### config.mk
export PLATFORM = sky130hd
export DESIGN_NAME = ipie_core
export DESIGN_NICKNAME = d
export VERILOG_FILES = /design/src/ipie_pkg.sv /design/src/ipie_irq_if.sv /design/src/ipie_core.sv /design/src/ipie_irq_sync.sv
export SDC_FILE = /design/constraint.sdc
export NUM_CORES = 1
export LEC_CHECK = 0
export ABC_AREA = 1
export ABC_CLOCK_PERIOD_IN_PS = 3650
export BUFFER_PORTS_ARGS = -buffer_cell sky130_fd_sc_hd__buf_2
export CAP_MARGIN = 20
export CELL_PAD_IN_SITES_DETAIL_PLACEMENT = 1
export CELL_PAD_IN_SITES_GLOBAL_PLACEMENT = 1
export CORE_MARGIN = 2
export CORE_UTILIZATION = 41
export DETAILED_ROUTE_END_ITERATION = 8
export PLACE_DENSITY_LB_ADDON = 0.1
export SLEW_MARGIN = 5
export SYNTH_ARGS = -nofsm -noshare
export SYNTH_HDL_FRONTEND = slang
export SYNTH_SLANG_ARGS = --single-unit
### constraint.sdc
create_clock -name sys_clk_in -period 3.65 [get_ports sys_clk_in]
set_input_delay 0.5475 -clock sys_clk_in [delete_from_list [all_inputs] [get_ports sys_clk_in]]
set_output_delay 0.5475 -clock sys_clk_in [all_outputs]
set_load 0.05 [all_outputs]
### src/ipie_pkg.sv
package ipie_pkg;
   // service vector pairs at the top of memory
   localparam logic [15:0] VEC_RESTART = 16'hFFFE;
   localparam logic [15:0] VEC_NMI = 16'hFFFC;
   localparam logic [15:0] VEC_TRAP1 = 16'hFFFA;
   localparam logic [15:0] VEC_IRQ = 16'hFFF8;
   localparam logic [15:0] VEC_FAST_REQUEST = 16'hFFF6;
   localparam logic [15:0] VEC_TRAP2 = 16'hFFF4;
   localparam logic [15:0] VEC_TRAP3 = 16'hFFF2;
   localparam logic [15:0] VEC_RSVD = 16'hFFF0;
   // post-byte field positions
   localparam int PB_MODE_BIT = 7;
   localparam int PB_IND_BIT = 4;
   localparam int PB_SEL_LSB = 5;
   // base_select_field codes
   localparam logic [1:0] SEL_X = 2'h0;
   localparam logic [1:0] SEL_Y = 2'h1;
   localparam logic [1:0] SEL_U = 2'h2;
   localparam logic [1:0] SEL_S = 2'h3;
   // low field of an indexed post-byte with bit 7 set
   localparam logic [3:0] LO_INC1 = 4'h0;
   localparam logic [3:0] LO_INC2 = 4'h1;
   localparam logic [3:0] LO_DEC1 = 4'h2;
   localparam logic [3:0] LO_DEC2 = 4'h3;
   localparam logic [3:0] LO_ZERO = 4'h4;
   localparam logic [3:0] LO_ACCB = 4'h5;
   localparam logic [3:0] LO_ACCA = 4'h6;
   localparam logic [3:0] LO_OFF8 = 4'h8;
   localparam logic [3:0] LO_OFF16 = 4'h9;
   localparam logic [3:0] LO_ACCD = 4'hB;
   localparam logic [3:0] LO_PC8 = 4'hC;
   localparam logic [3:0] LO_PC16 = 4'hD;
   localparam logic [3:0] LO_EXT = 4'hF;
   localparam logic [7:0] EXT_IND_PB = 8'h9F;
   // transfer/exchange register codes
   localparam logic [3:0] TX_D = 4'h0;
   localparam logic [3:0] TX_PC = 4'h5;
   localparam logic [3:0] TX_A = 4'h8;
   localparam logic [3:0] TX_DP = 4'hB;
   // stacked byte index, lowest address first
   localparam logic [3:0] SI_CC = 4'h0;
   localparam logic [3:0] SI_A = 4'h1;
   localparam logic [3:0] SI_B = 4'h2;
   localparam logic [3:0] SI_DP = 4'h3;
   localparam logic [3:0] SI_XH = 4'h4;
   localparam logic [3:0] SI_XL = 4'h5;
   localparam logic [3:0] SI_YH = 4'h6;
   localparam logic [3:0] SI_YL = 4'h7;
   localparam logic [3:0] SI_OH = 4'h8;
   localparam logic [3:0] SI_OL = 4'h9;
   localparam logic [3:0] SI_PCH = 4'hA;
   localparam logic [3:0] SI_PCL = 4'hB;
   // service source codes
   localparam logic [2:0] SRC_NMI = 3'h1;
   localparam logic [2:0] SRC_FAST_REQUEST = 3'h2;
   localparam logic [2:0] SRC_IRQ = 3'h3;
   localparam logic [2:0] SRC_TRAP = 3'h4;
endpackage : ipie_pkg
### src/ipie_irq_if.sv
`timescale 1ns/1ps
`default_nettype none
interface ipie_irq_if;
   logic nmi_pend;
   logic fast_request_pend;
   logic irq_pend;
   logic nmi_take;
   logic gate_open;
   modport sync (output nmi_pend, output fast_request_pend, output irq_pend,
      input nmi_take, input gate_open);
   modport core (input nmi_pend, input fast_request_pend, input irq_pend,
      output nmi_take, output gate_open);
endinterface : ipie_irq_if
`default_nettype wire

### src/ipie_core.sv
// How it works
// - bit7 clear: base plus five-bit offset
// - accumulator offsets A, B, D added
// - auto step; step-one indirect illegal
// - counter-relative eight/sixteen bit offsets
// - extended indirect takes two following bytes
// - transfer post-byte: source high, destination low
// - vectors fetched from fixed top pairs
// - full stack order CC up to PC
// - requests sampled on quadrature falling edge
// - one sync cycle before recognition
// - service waits for instruction end or wait
// - no requests until bus-state reset acknowledge
`timescale 1ns/1ps
`default_nettype none
module ipie_core (
   // clock and reset
   input wire logic sys_clk_in,
   input wire logic rst_n_in,
   // interrupt pins
   input wire logic quad_clk_in,
   input wire logic nmi_n_in,
   input wire logic fast_request_n_in,
   input wire logic irq_n_in,
   // core register values
   input wire logic [15:0] idx_x_in,
   input wire logic [15:0] idx_y_in,
   input wire logic [15:0] usp_in,
   input wire logic [15:0] ssp_in,
   input wire logic [15:0] pc_in,
   input wire logic [7:0] acc_a_in,
   input wire logic [7:0] acc_b_in,
   input wire logic [7:0] ccr_in,
   input wire logic [7:0] dp_in,
   // core control
   input wire logic dec_start_in,
   input wire logic [7:0] postbyte_in,
   input wire logic trap_start_in,
   input wire logic [1:0] trap_sel_in,
   input wire logic pull_start_in,
   input wire logic insn_done_in,
   input wire logic wait_state_in,
   input wire logic fast_request_mask_in,
   input wire logic irq_mask_in,
   input wire logic tfr_valid_in,
   input wire logic [7:0] tfr_post_in,
   // memory bus
   output logic [15:0] mem_addr_out,
   output logic mem_rd_out,
   output logic mem_wr_out,
   output logic [7:0] mem_wdata_out,
   input wire logic [7:0] mem_rdata_in,
   // address results
   output logic [15:0] eff_addr_out,
   output logic ea_valid_out,
   output logic illegal_out,
   output logic [15:0] base_wb_out,
   output logic [1:0] base_sel_out,
   output logic base_wb_en_out,
   output logic [15:0] pc_next_out,
   // service and stack results
   output logic [15:0] svc_vec_out,
   output logic svc_valid_out,
   output logic [2:0] svc_src_out,
   output logic [15:0] sp_out,
   output logic [7:0] pull_data_out,
   output logic [3:0] pull_idx_out,
   output logic pull_valid_out,
   output logic bus_state_out,
   output logic busy_out,
   // transfer decode
   output logic [3:0] tfr_src_out,
   output logic [3:0] tfr_dst_out,
   output logic tfr_bad_out
);
   typedef enum logic [2:0] {ST_RVEC, ST_IDLE, ST_OPND, ST_CALC, ST_IND, ST_PUSH, ST_VEC,
      ST_PULL} ipie_state_t;

   ipie_state_t st_r;
   logic [1:0] ph_r;
   logic [3:0] cnt_r;
   logic [15:0] addr_r, dat_r, vec_r;
   logic [7:0] pb_r, push_byte;
   logic fast_r, gate_r, rdstep, reading, ind, bad, wb_en, allow;
   logic take_nmi, take_fast_request, take_irq;
   logic [15:0] base_w, ea_nxt, wb_nxt;
   logic [1:0] nb;

   ipie_irq_if irq ();

   ipie_irq_sync u_sync (
      .sys_clk_in(sys_clk_in),
      .rst_n_in(rst_n_in),
      .quad_clk_in(quad_clk_in),
      .nmi_n_in(nmi_n_in),
      .fast_request_n_in(fast_request_n_in),
      .irq_n_in(irq_n_in),
      .irq(irq)
   );

   // operand bytes that follow a post-byte
   function automatic logic [1:0] opnd_bytes(input logic [7:0] pb);
      opnd_bytes = 2'h0;
      if (pb[ipie_pkg::PB_MODE_BIT]) begin
         case (pb[3:0])
            ipie_pkg::LO_OFF8, ipie_pkg::LO_PC8: opnd_bytes = 2'h1;
            ipie_pkg::LO_OFF16, ipie_pkg::LO_PC16, ipie_pkg::LO_EXT: opnd_bytes = 2'h2;
            default: opnd_bytes = 2'h0;
         endcase
      end
   endfunction : opnd_bytes

   // defined transfer register code
   function automatic logic tx_ok(input logic [3:0] c);
      tx_ok = (c <= ipie_pkg::TX_PC) || (c >= ipie_pkg::TX_A && c <= ipie_pkg::TX_DP);
   endfunction : tx_ok

   assign nb = opnd_bytes(postbyte_in);
   assign rdstep = (ph_r == 2'h2);
   assign reading = (st_r == ST_RVEC) || (st_r == ST_OPND) || (st_r == ST_IND) ||
      (st_r == ST_VEC) || (st_r == ST_PULL);
   assign ind = pb_r[ipie_pkg::PB_MODE_BIT] & pb_r[ipie_pkg::PB_IND_BIT];

   // service entry only at instruction end or while waiting
   assign allow = (st_r == ST_IDLE) && gate_r && (insn_done_in || wait_state_in);
   assign take_nmi = allow && irq.nmi_pend;
   assign take_fast_request = allow && !irq.nmi_pend && irq.fast_request_pend && !fast_request_mask_in;
   assign take_irq = allow && !irq.nmi_pend && !take_fast_request && irq.irq_pend && !irq_mask_in;
   assign irq.nmi_take = take_nmi;
   assign irq.gate_open = gate_r;

   // base register from the select field
   always_comb begin
      case (pb_r[ipie_pkg::PB_SEL_LSB +: 2])
         ipie_pkg::SEL_X: base_w = idx_x_in;
         ipie_pkg::SEL_Y: base_w = idx_y_in;
         ipie_pkg::SEL_U: base_w = usp_in;
         default: base_w = ssp_in;
      endcase
   end

   // address arithmetic; addr_r already points past the operands
   always_comb begin
      ea_nxt = base_w;
      wb_nxt = base_w;
      wb_en = 1'b0;
      bad = 1'b0;
      if (!pb_r[ipie_pkg::PB_MODE_BIT]) begin
         ea_nxt = base_w + {{11{pb_r[4]}}, pb_r[4:0]};
      end else begin
         case (pb_r[3:0])
            ipie_pkg::LO_INC1: begin
               wb_nxt = base_w + 16'h0001;
               wb_en = 1'b1;
               bad = ind;
            end
            ipie_pkg::LO_INC2: begin
               wb_nxt = base_w + 16'h0002;
               wb_en = 1'b1;
            end
            ipie_pkg::LO_DEC1: begin
               ea_nxt = base_w - 16'h0001;
               wb_nxt = ea_nxt;
               wb_en = 1'b1;
               bad = ind;
            end
            ipie_pkg::LO_DEC2: begin
               ea_nxt = base_w - 16'h0002;
               wb_nxt = ea_nxt;
               wb_en = 1'b1;
            end
            ipie_pkg::LO_ZERO: ea_nxt = base_w;
            ipie_pkg::LO_ACCB: ea_nxt = base_w + {{8{acc_b_in[7]}}, acc_b_in};
            ipie_pkg::LO_ACCA: ea_nxt = base_w + {{8{acc_a_in[7]}}, acc_a_in};
            ipie_pkg::LO_ACCD: ea_nxt = base_w + {acc_a_in, acc_b_in};
            ipie_pkg::LO_OFF8: ea_nxt = base_w + {{8{dat_r[7]}}, dat_r[7:0]};
            ipie_pkg::LO_OFF16: ea_nxt = base_w + dat_r;
            ipie_pkg::LO_PC8: ea_nxt = addr_r + {{8{dat_r[7]}}, dat_r[7:0]};
            ipie_pkg::LO_PC16: ea_nxt = addr_r + dat_r;
            ipie_pkg::LO_EXT: begin
               ea_nxt = dat_r;
               bad = (pb_r != ipie_pkg::EXT_IND_PB);
            end
            default: bad = 1'b1;
         endcase
      end
   end

   // byte placed at each stack slot, lowest address first
   always_comb begin
      case (cnt_r)
         ipie_pkg::SI_CC: push_byte = ccr_in;
         ipie_pkg::SI_A: push_byte = acc_a_in;
         ipie_pkg::SI_B: push_byte = acc_b_in;
         ipie_pkg::SI_DP: push_byte = dp_in;
         ipie_pkg::SI_XH: push_byte = idx_x_in[15:8];
         ipie_pkg::SI_XL: push_byte = idx_x_in[7:0];
         ipie_pkg::SI_YH: push_byte = idx_y_in[15:8];
         ipie_pkg::SI_YL: push_byte = idx_y_in[7:0];
         ipie_pkg::SI_OH: push_byte = usp_in[15:8];
         ipie_pkg::SI_OL: push_byte = usp_in[7:0];
         ipie_pkg::SI_PCH: push_byte = pc_in[15:8];
         default: push_byte = pc_in[7:0];
      endcase
   end

   // read phase: issue, wait, capture
   always_ff @(posedge sys_clk_in or negedge rst_n_in) begin
      if (!rst_n_in) begin
         ph_r <= 2'h0;
         dat_r <= 16'h0000;
      end else begin
         ph_r <= (reading && !rdstep) ? ph_r + 2'h1 : 2'h0;
         if (rdstep) begin
            dat_r <= {dat_r[7:0], mem_rdata_in};
         end
      end
   end

   // sequencer
   always_ff @(posedge sys_clk_in or negedge rst_n_in) begin
      if (!rst_n_in) begin
         st_r <= ST_RVEC;
         cnt_r <= 4'h0;
         addr_r <= ipie_pkg::VEC_RESTART;
         pb_r <= 8'h00;
         vec_r <= ipie_pkg::VEC_RSVD;
         fast_r <= 1'b0;
      end else begin
         if (rdstep) begin
            addr_r <= addr_r + 16'h0001;
            cnt_r <= cnt_r + 4'h1;
         end
         case (st_r)
            ST_RVEC: if (rdstep && cnt_r == 4'h1) st_r <= ST_IDLE;
            ST_IDLE: begin
               cnt_r <= 4'h0;
               if (take_nmi || take_fast_request || take_irq) begin
                  st_r <= ST_PUSH;
                  cnt_r <= ipie_pkg::SI_PCL;
                  addr_r <= ssp_in;
                  fast_r <= take_fast_request;
                  vec_r <= take_nmi ? ipie_pkg::VEC_NMI :
                     take_fast_request ? ipie_pkg::VEC_FAST_REQUEST : ipie_pkg::VEC_IRQ;
               end else if (dec_start_in) begin
                  pb_r <= postbyte_in;
                  addr_r <= pc_in;
                  st_r <= (nb != 2'h0) ? ST_OPND : ST_CALC;
               end else if (trap_start_in) begin
                  st_r <= ST_PUSH;
                  cnt_r <= ipie_pkg::SI_PCL;
                  addr_r <= ssp_in;
                  fast_r <= 1'b0;
                  vec_r <= (trap_sel_in == 2'h2) ? ipie_pkg::VEC_TRAP2 :
                     (trap_sel_in == 2'h3) ? ipie_pkg::VEC_TRAP3 : ipie_pkg::VEC_TRAP1;
               end else if (pull_start_in) begin
                  st_r <= ST_PULL;
                  addr_r <= ssp_in;
               end
            end
            ST_OPND: if (rdstep && cnt_r + 4'h1 == {2'h0, opnd_bytes(pb_r)}) st_r <= ST_CALC;
            ST_CALC: begin
               cnt_r <= 4'h0;
               addr_r <= ea_nxt;
               st_r <= (!bad && ind) ? ST_IND : ST_IDLE;
            end
            ST_IND: if (rdstep && cnt_r == 4'h1) st_r <= ST_IDLE;
            ST_PUSH: begin
               if (cnt_r == ipie_pkg::SI_CC) begin
                  st_r <= ST_VEC;
                  addr_r <= vec_r;
               end else begin
                  addr_r <= addr_r - 16'h0001;
                  // fast request stacks only counter and flags
                  cnt_r <= (fast_r && cnt_r == ipie_pkg::SI_PCH) ? ipie_pkg::SI_CC :
                     cnt_r - 4'h1;
               end
            end
            ST_VEC: if (rdstep && cnt_r == 4'h1) st_r <= ST_IDLE;
            ST_PULL: if (rdstep && cnt_r == ipie_pkg::SI_PCL) st_r <= ST_IDLE;
            default: st_r <= ST_IDLE;
         endcase
      end
   end

   // memory bus drive
   always_ff @(posedge sys_clk_in or negedge rst_n_in) begin
      if (!rst_n_in) begin
         mem_addr_out <= 16'h0000;
         mem_rd_out <= 1'b0;
         mem_wr_out <= 1'b0;
         mem_wdata_out <= 8'h00;
      end else begin
         mem_rd_out <= reading && ph_r == 2'h0;
         mem_wr_out <= (st_r == ST_PUSH);
         mem_wdata_out <= push_byte;
         mem_addr_out <= (st_r == ST_PUSH) ? addr_r - 16'h0001 : addr_r;
      end
   end

   // address results
   always_ff @(posedge sys_clk_in or negedge rst_n_in) begin
      if (!rst_n_in) begin
         eff_addr_out <= 16'h0000;
         ea_valid_out <= 1'b0;
         illegal_out <= 1'b0;
         base_wb_out <= 16'h0000;
         base_sel_out <= 2'h0;
         base_wb_en_out <= 1'b0;
         pc_next_out <= 16'h0000;
      end else begin
         ea_valid_out <= (st_r == ST_CALC && !bad && !ind) ||
            (st_r == ST_IND && rdstep && cnt_r == 4'h1);
         illegal_out <= (st_r == ST_CALC) && bad;
         base_wb_en_out <= (st_r == ST_CALC) && !bad && wb_en;
         if (st_r == ST_CALC) begin
            eff_addr_out <= ea_nxt;
            base_wb_out <= wb_nxt;
            base_sel_out <= pb_r[ipie_pkg::PB_SEL_LSB +: 2];
            pc_next_out <= addr_r;
         end else if (st_r == ST_IND && rdstep && cnt_r == 4'h1) begin
            eff_addr_out <= {dat_r[7:0], mem_rdata_in};
         end
      end
   end

   // service, stack and reset acknowledge results
   always_ff @(posedge sys_clk_in or negedge rst_n_in) begin
      if (!rst_n_in) begin
         svc_vec_out <= 16'h0000;
         svc_valid_out <= 1'b0;
         svc_src_out <= 3'h0;
         sp_out <= 16'h0000;
         pull_data_out <= 8'h00;
         pull_idx_out <= 4'h0;
         pull_valid_out <= 1'b0;
         bus_state_out <= 1'b0;
         gate_r <= 1'b0;
         busy_out <= 1'b0;
      end else begin
         svc_valid_out <= (st_r == ST_VEC || st_r == ST_RVEC) && rdstep && cnt_r == 4'h1;
         if (rdstep && cnt_r == 4'h1) begin
            svc_vec_out <= {dat_r[7:0], mem_rdata_in};
         end
         if (take_nmi) svc_src_out <= ipie_pkg::SRC_NMI;
         else if (take_fast_request) svc_src_out <= ipie_pkg::SRC_FAST_REQUEST;
         else if (take_irq) svc_src_out <= ipie_pkg::SRC_IRQ;
         else if (st_r == ST_IDLE && trap_start_in) svc_src_out <= ipie_pkg::SRC_TRAP;
         if (st_r == ST_PUSH && cnt_r == ipie_pkg::SI_CC) sp_out <= addr_r - 16'h0001;
         if (st_r == ST_PULL && rdstep && cnt_r == ipie_pkg::SI_PCL) sp_out <= addr_r + 16'h0001;
         pull_valid_out <= (st_r == ST_PULL) && rdstep;
         if (rdstep) begin
            pull_data_out <= mem_rdata_in;
            pull_idx_out <= cnt_r;
         end
         bus_state_out <= (st_r == ST_RVEC);
         gate_r <= gate_r | bus_state_out;
         busy_out <= (st_r != ST_IDLE);
      end
   end

   // transfer/exchange post-byte split
   always_ff @(posedge sys_clk_in or negedge rst_n_in) begin
      if (!rst_n_in) begin
         tfr_src_out <= ipie_pkg::TX_D;
         tfr_dst_out <= ipie_pkg::TX_D;
         tfr_bad_out <= 1'b0;
      end else if (tfr_valid_in) begin
         tfr_src_out <= tfr_post_in[7:4];
         tfr_dst_out <= tfr_post_in[3:0];
         tfr_bad_out <= !tx_ok(tfr_post_in[7:4]) || !tx_ok(tfr_post_in[3:0]) ||
            (tfr_post_in[7] != tfr_post_in[3]);
      end
   end
endmodule : ipie_core
`default_nettype wire

### src/ipie_irq_sync.sv
`timescale 1ns/1ps
`default_nettype none
module ipie_irq_sync (
   // clock and reset
   input wire logic sys_clk_in,
   input wire logic rst_n_in,
   // pins: quadrature clock and active-low requests
   input wire logic quad_clk_in,
   input wire logic nmi_n_in,
   input wire logic fast_request_n_in,
   input wire logic irq_n_in,
   // towards the core
   ipie_irq_if.sync irq
);
   logic [3:0] s1_r, s2_r, s3_r, stab_r;
   logic q_prev_r;
   logic [2:0] samp_r, rec_r;
   logic nmi_lat_r;
   logic q_fall;

   // three-stage synchroniser; s1 feeds s2 only
   always_ff @(posedge sys_clk_in or negedge rst_n_in) begin
      if (!rst_n_in) begin
         s1_r <= 4'hF;
         s2_r <= 4'hF;
         s3_r <= 4'hF;
      end else begin
         s1_r <= {quad_clk_in, nmi_n_in, fast_request_n_in, irq_n_in};
         s2_r <= s1_r;
         s3_r <= s2_r;
      end
   end

   // a pin change counts once stages two and three agree
   always_ff @(posedge sys_clk_in or negedge rst_n_in) begin
      if (!rst_n_in) begin
         stab_r <= 4'hF;
         q_prev_r <= 1'b1;
      end else begin
         stab_r <= (~(s2_r ^ s3_r) & s3_r) | ((s2_r ^ s3_r) & stab_r);
         q_prev_r <= stab_r[3];
      end
   end

   assign q_fall = q_prev_r & ~stab_r[3];

   // sample on quadrature fall, recognise one fall later
   always_ff @(posedge sys_clk_in or negedge rst_n_in) begin
      if (!rst_n_in) begin
         samp_r <= 3'h0;
         rec_r <= 3'h0;
      end else if (!irq.gate_open) begin
         samp_r <= 3'h0;
         rec_r <= 3'h0;
      end else if (q_fall) begin
         samp_r <= ~stab_r[2:0];
         rec_r <= samp_r;
      end
   end

   // nonmaskable request latched on its recognised edge; set beats take
   always_ff @(posedge sys_clk_in or negedge rst_n_in) begin
      if (!rst_n_in) begin
         nmi_lat_r <= 1'b0;
      end else if (!irq.gate_open) begin
         nmi_lat_r <= 1'b0;
      end else if (q_fall && samp_r[2] && !rec_r[2]) begin
         nmi_lat_r <= 1'b1;
      end else if (irq.nmi_take) begin
         nmi_lat_r <= 1'b0;
      end
   end

   assign irq.nmi_pend = nmi_lat_r;
   assign irq.fast_request_pend = rec_r[1];
   assign irq.irq_pend = rec_r[0];
endmodule : ipie_irq_sync
`default_nettype wire

==> results.yml <==
clock_tree:
  root_buffer: "clkbuf_16"
  cts.sinks: 209
  cts.path.max_buffers: 3
  htree_levels: 1
  clk_latency_ps: 560
  cts_buffers: 26
  cts_tree: "done"
  clk_pin_slew_ps: 60
critical_path:
  cp_common_cell: "nand2_1"
  timing.rr.start: "pb_r[5]"
  r2r_cells: 16
  path_cells: "buf_4, nor2_8, nand2_1, o211ai_1, o21ai_1, inv_1, ha_1, a21oi_1, o21bai_1, a221oi_2, nand3_1, nand3_1, nand2_1, inv_1, nand2_1, a21oi_1"
  crit_path_max_fanout: 17
  r2r_end: "eff_addr_out[14]"
  worstPathArrival_ps: 3970
  reg2reg_slack_ps: 150
  worstSetupPathType: "flop to flop"
  crit_path_end: "eff_addr_out[14]"
  slowest_stage: "dfrtp_1"
  critPathLaunch: "pb_r[5]"
  critPathCaptureType: "flop"
  start_kind: "flop"
  required_ps: 4120
  cpPeakStageDelay_ps: 470
sta:
  fmax_mhz: 285.8
  setup-tns-final_ps: 0
  finalMaxSlewViolations: 0
  relSlewSlack_pct: 31.74
  rsz0062_at_grt: "false"
  tightest_slew_ps: 998.1
  setup-violations-final: 0
  skew_ps: 22.34
  whs_ps: 83.81
  min_period_over_period_pct: 95.86
  fin_crit_ps: 3499
  hold_viol: 0
placement:
  dpl.hpwl_um: 62390
  portBuffers: 290
  gp_congestion: 0.9910
route:
  vias_per_cell: 5.985
  drtPass1Iterations: 5
  wl_per_cell_um: 25.39
  postRouteAntennaNets: 0
  vias: 18200
  initialDrtViolationCount: 1327
  totalWireLength_um: 77210
  drc: 0
synth:
  synth-seq-cells: 209
  synthArstFlopShare_pct: 100.0
  netlist_area_mm2: 0.01542
  syn_nets: 2419
  synth_cells: 2209
  ys.flop_type: "dfrtp_1"
  ys_seq_area_share_pct: 34.17
  ys_warn_count: 0
  ys_types: 66
  syn_area_per_cell_um2: 6.981
  synth_edf_count: 0
cells_and_area:
  final_common_cell: "nand2_1"
  fin_nets: 2757
  layout-drive-gt1-share_pct: 21.59
  fill_cells: 4896
  syn_to_final_growth_pct: 21.95
  most-common-layout-cells: "nand2_1, buf_2, o21ai_0"
min_path:
  hold_class: "primary input to flop"
  hold_depth: 1
global_route:
  track_usage_pct: 39.24
  grt_pass1_wl_um: 115000
  grt_pass1_vias: 18490
  globalRoute.totalOverflow: 0
  grt_antenna_before_repair: 3
  grt_max_degree: 82
flow_run:
  maxCapViolCount: 0
floorplan:
  fp-row-count: 71
  die_w_um: 197.9
  start_util_pct: 41.33
  die_area_mm2: 0.03918
  coreArea_mm2: 0.03731
  die_h_um: 197.9
  floorplan.io_pins: 291
outcome:
  outcome: "finished clean"
what timing repair did:
action | in CTS | in global routing
pin swaps | 0 | 2
hold buffers | 1 | 0
endpoints found under the setup margin | 1 | 21
endpoints found under the hold margin | 32 | 0
buffers inserted | 0 | 1
gates resized for setup | 1 | 27
critical path: cells and delay by family, from the launching register on:
| family | cells | cell delay (ps) |
|---|---|---|
| flops | 1 | 470 |
| simple gates | 6 | 810 |
| compound gates | 6 | 1140 |
| buf+inv | 3 | 600 |
| fa+ha+maj | 1 | 370 |
cells in the mapped netlist (8+ instances only):
cell | number | area, µm²
a211oi_1 | 8 | 60.06
a21oi_1 | 161 | 805.8
a221oi_1 | 18 | 157.7
a31oi_1 | 9 | 56.30
buf_2 | 11 | 55.05
buf_4 | 10 | 75.07
clkbuf_1 | 52 | 195.2
dfrtp_1 | 177 | 4429
dfstp_2 | 32 | 840.8
ha_1 | 55 | 688.2
inv_1 | 232 | 870.8
inv_2 | 11 | 41.29
mux2_2 | 8 | 90.09
nand2_1 | 528 | 1982
nand3_1 | 132 | 660.6
nand4_1 | 26 | 162.7
nor2_1 | 207 | 777.0
nor2_2 | 13 | 81.33
nor3_1 | 29 | 145.1
o211ai_1 | 31 | 232.7
o21ai_0 | 242 | 1211
o21ai_1 | 15 | 75.07
o21ai_2 | 14 | 122.6
o21bai_1 | 8 | 60.06
o221ai_1 | 16 | 140.1
o22ai_1 | 15 | 93.84
xor2_1 | 41 | 359.1
worst min-delay path by stage:
stage	startpoint	endpoint	slack (ps)
2_1_floorplan	rst_n_in	addr_r[0]	250
3_3_place_gp	u_sync.s1_r[3]	u_sync.s2_r[3]	350
3_5_place_dp	u_sync.s1_r[2]	u_sync.s2_r[2]	350
4_1_cts	nmi_n_in	u_sync.s1_r[2]	60
5_1_grt	fast_request_n_in	u_sync.s1_r[1]	70
6_report	nmi_n_in	u_sync.s1_r[2]	80
sequential cells by signal, indices dropped and copies added, names as in the netlist, 8 cells and up, named ones only:
register and flops:
addr_r 16, base_wb_out 16, dat_r 16, eff_addr_out 16, mem_addr_out 16, mem_wdata_out 8, pb_r 8, pc_next_out 16
sp_out 16, svc_vec_out 16
metrics by stage:
step                std cells  instance area, µm²  util (%)  setup slack, ps
floorplan                2209               15420         -            609.3
global placement         2990               17830     47.78            124.5
detailed placement       2991               17840     47.81            11.36
CTS                      3039               18710     50.15            57.88
global route             3040               18800     50.40           0.2749
finish                   3041               18810     50.40            151.0
cell type report:
cell class                 instances  area, µm²  share of cell area [%]
multi-input combinational       1671       8905                   47.35
sequential                       209       5275                   28.05
timing repair buffer             389       2223                   11.82
inverter                         250      943.4                   5.017
clock buffer                      36      708.2                   3.766
tap                              474      593.1                   3.154
clock inverter                    11      155.1                  0.8250
antenna                            1      2.502                 0.01331
metal layers:
layer / vias to the layer above / global-route usage, % / part of all wire (%)
met3: 226 / 6.864 / 7.5
met2: 830 / 64.67 / 46
li1: 8140 / - / -
met4: 4 / 21.22 / 6.2
met5: - / 0 / 0.028
met1: 9000 / 48.93 / 40
cells by family (layout without fill, tap and decap cells):
logic type                 Yosys count  in the layout  synth area share, %
AOI/OAI and AO/OA                  587            587                22.40
xor gates and xnor gates            46             46                2.613
adders and majority gates           62             62                5.112
buffers and inverters              329            686                8.617
DFF                                209            209                34.17
muxes                                8              8               0.5842
other                                0              1                    0
and+or+nand+nor                    968            968                26.50
Power is not shown: default switching activity piles up to over one toggle a cycle in this logic, so the estimate is an artifact.
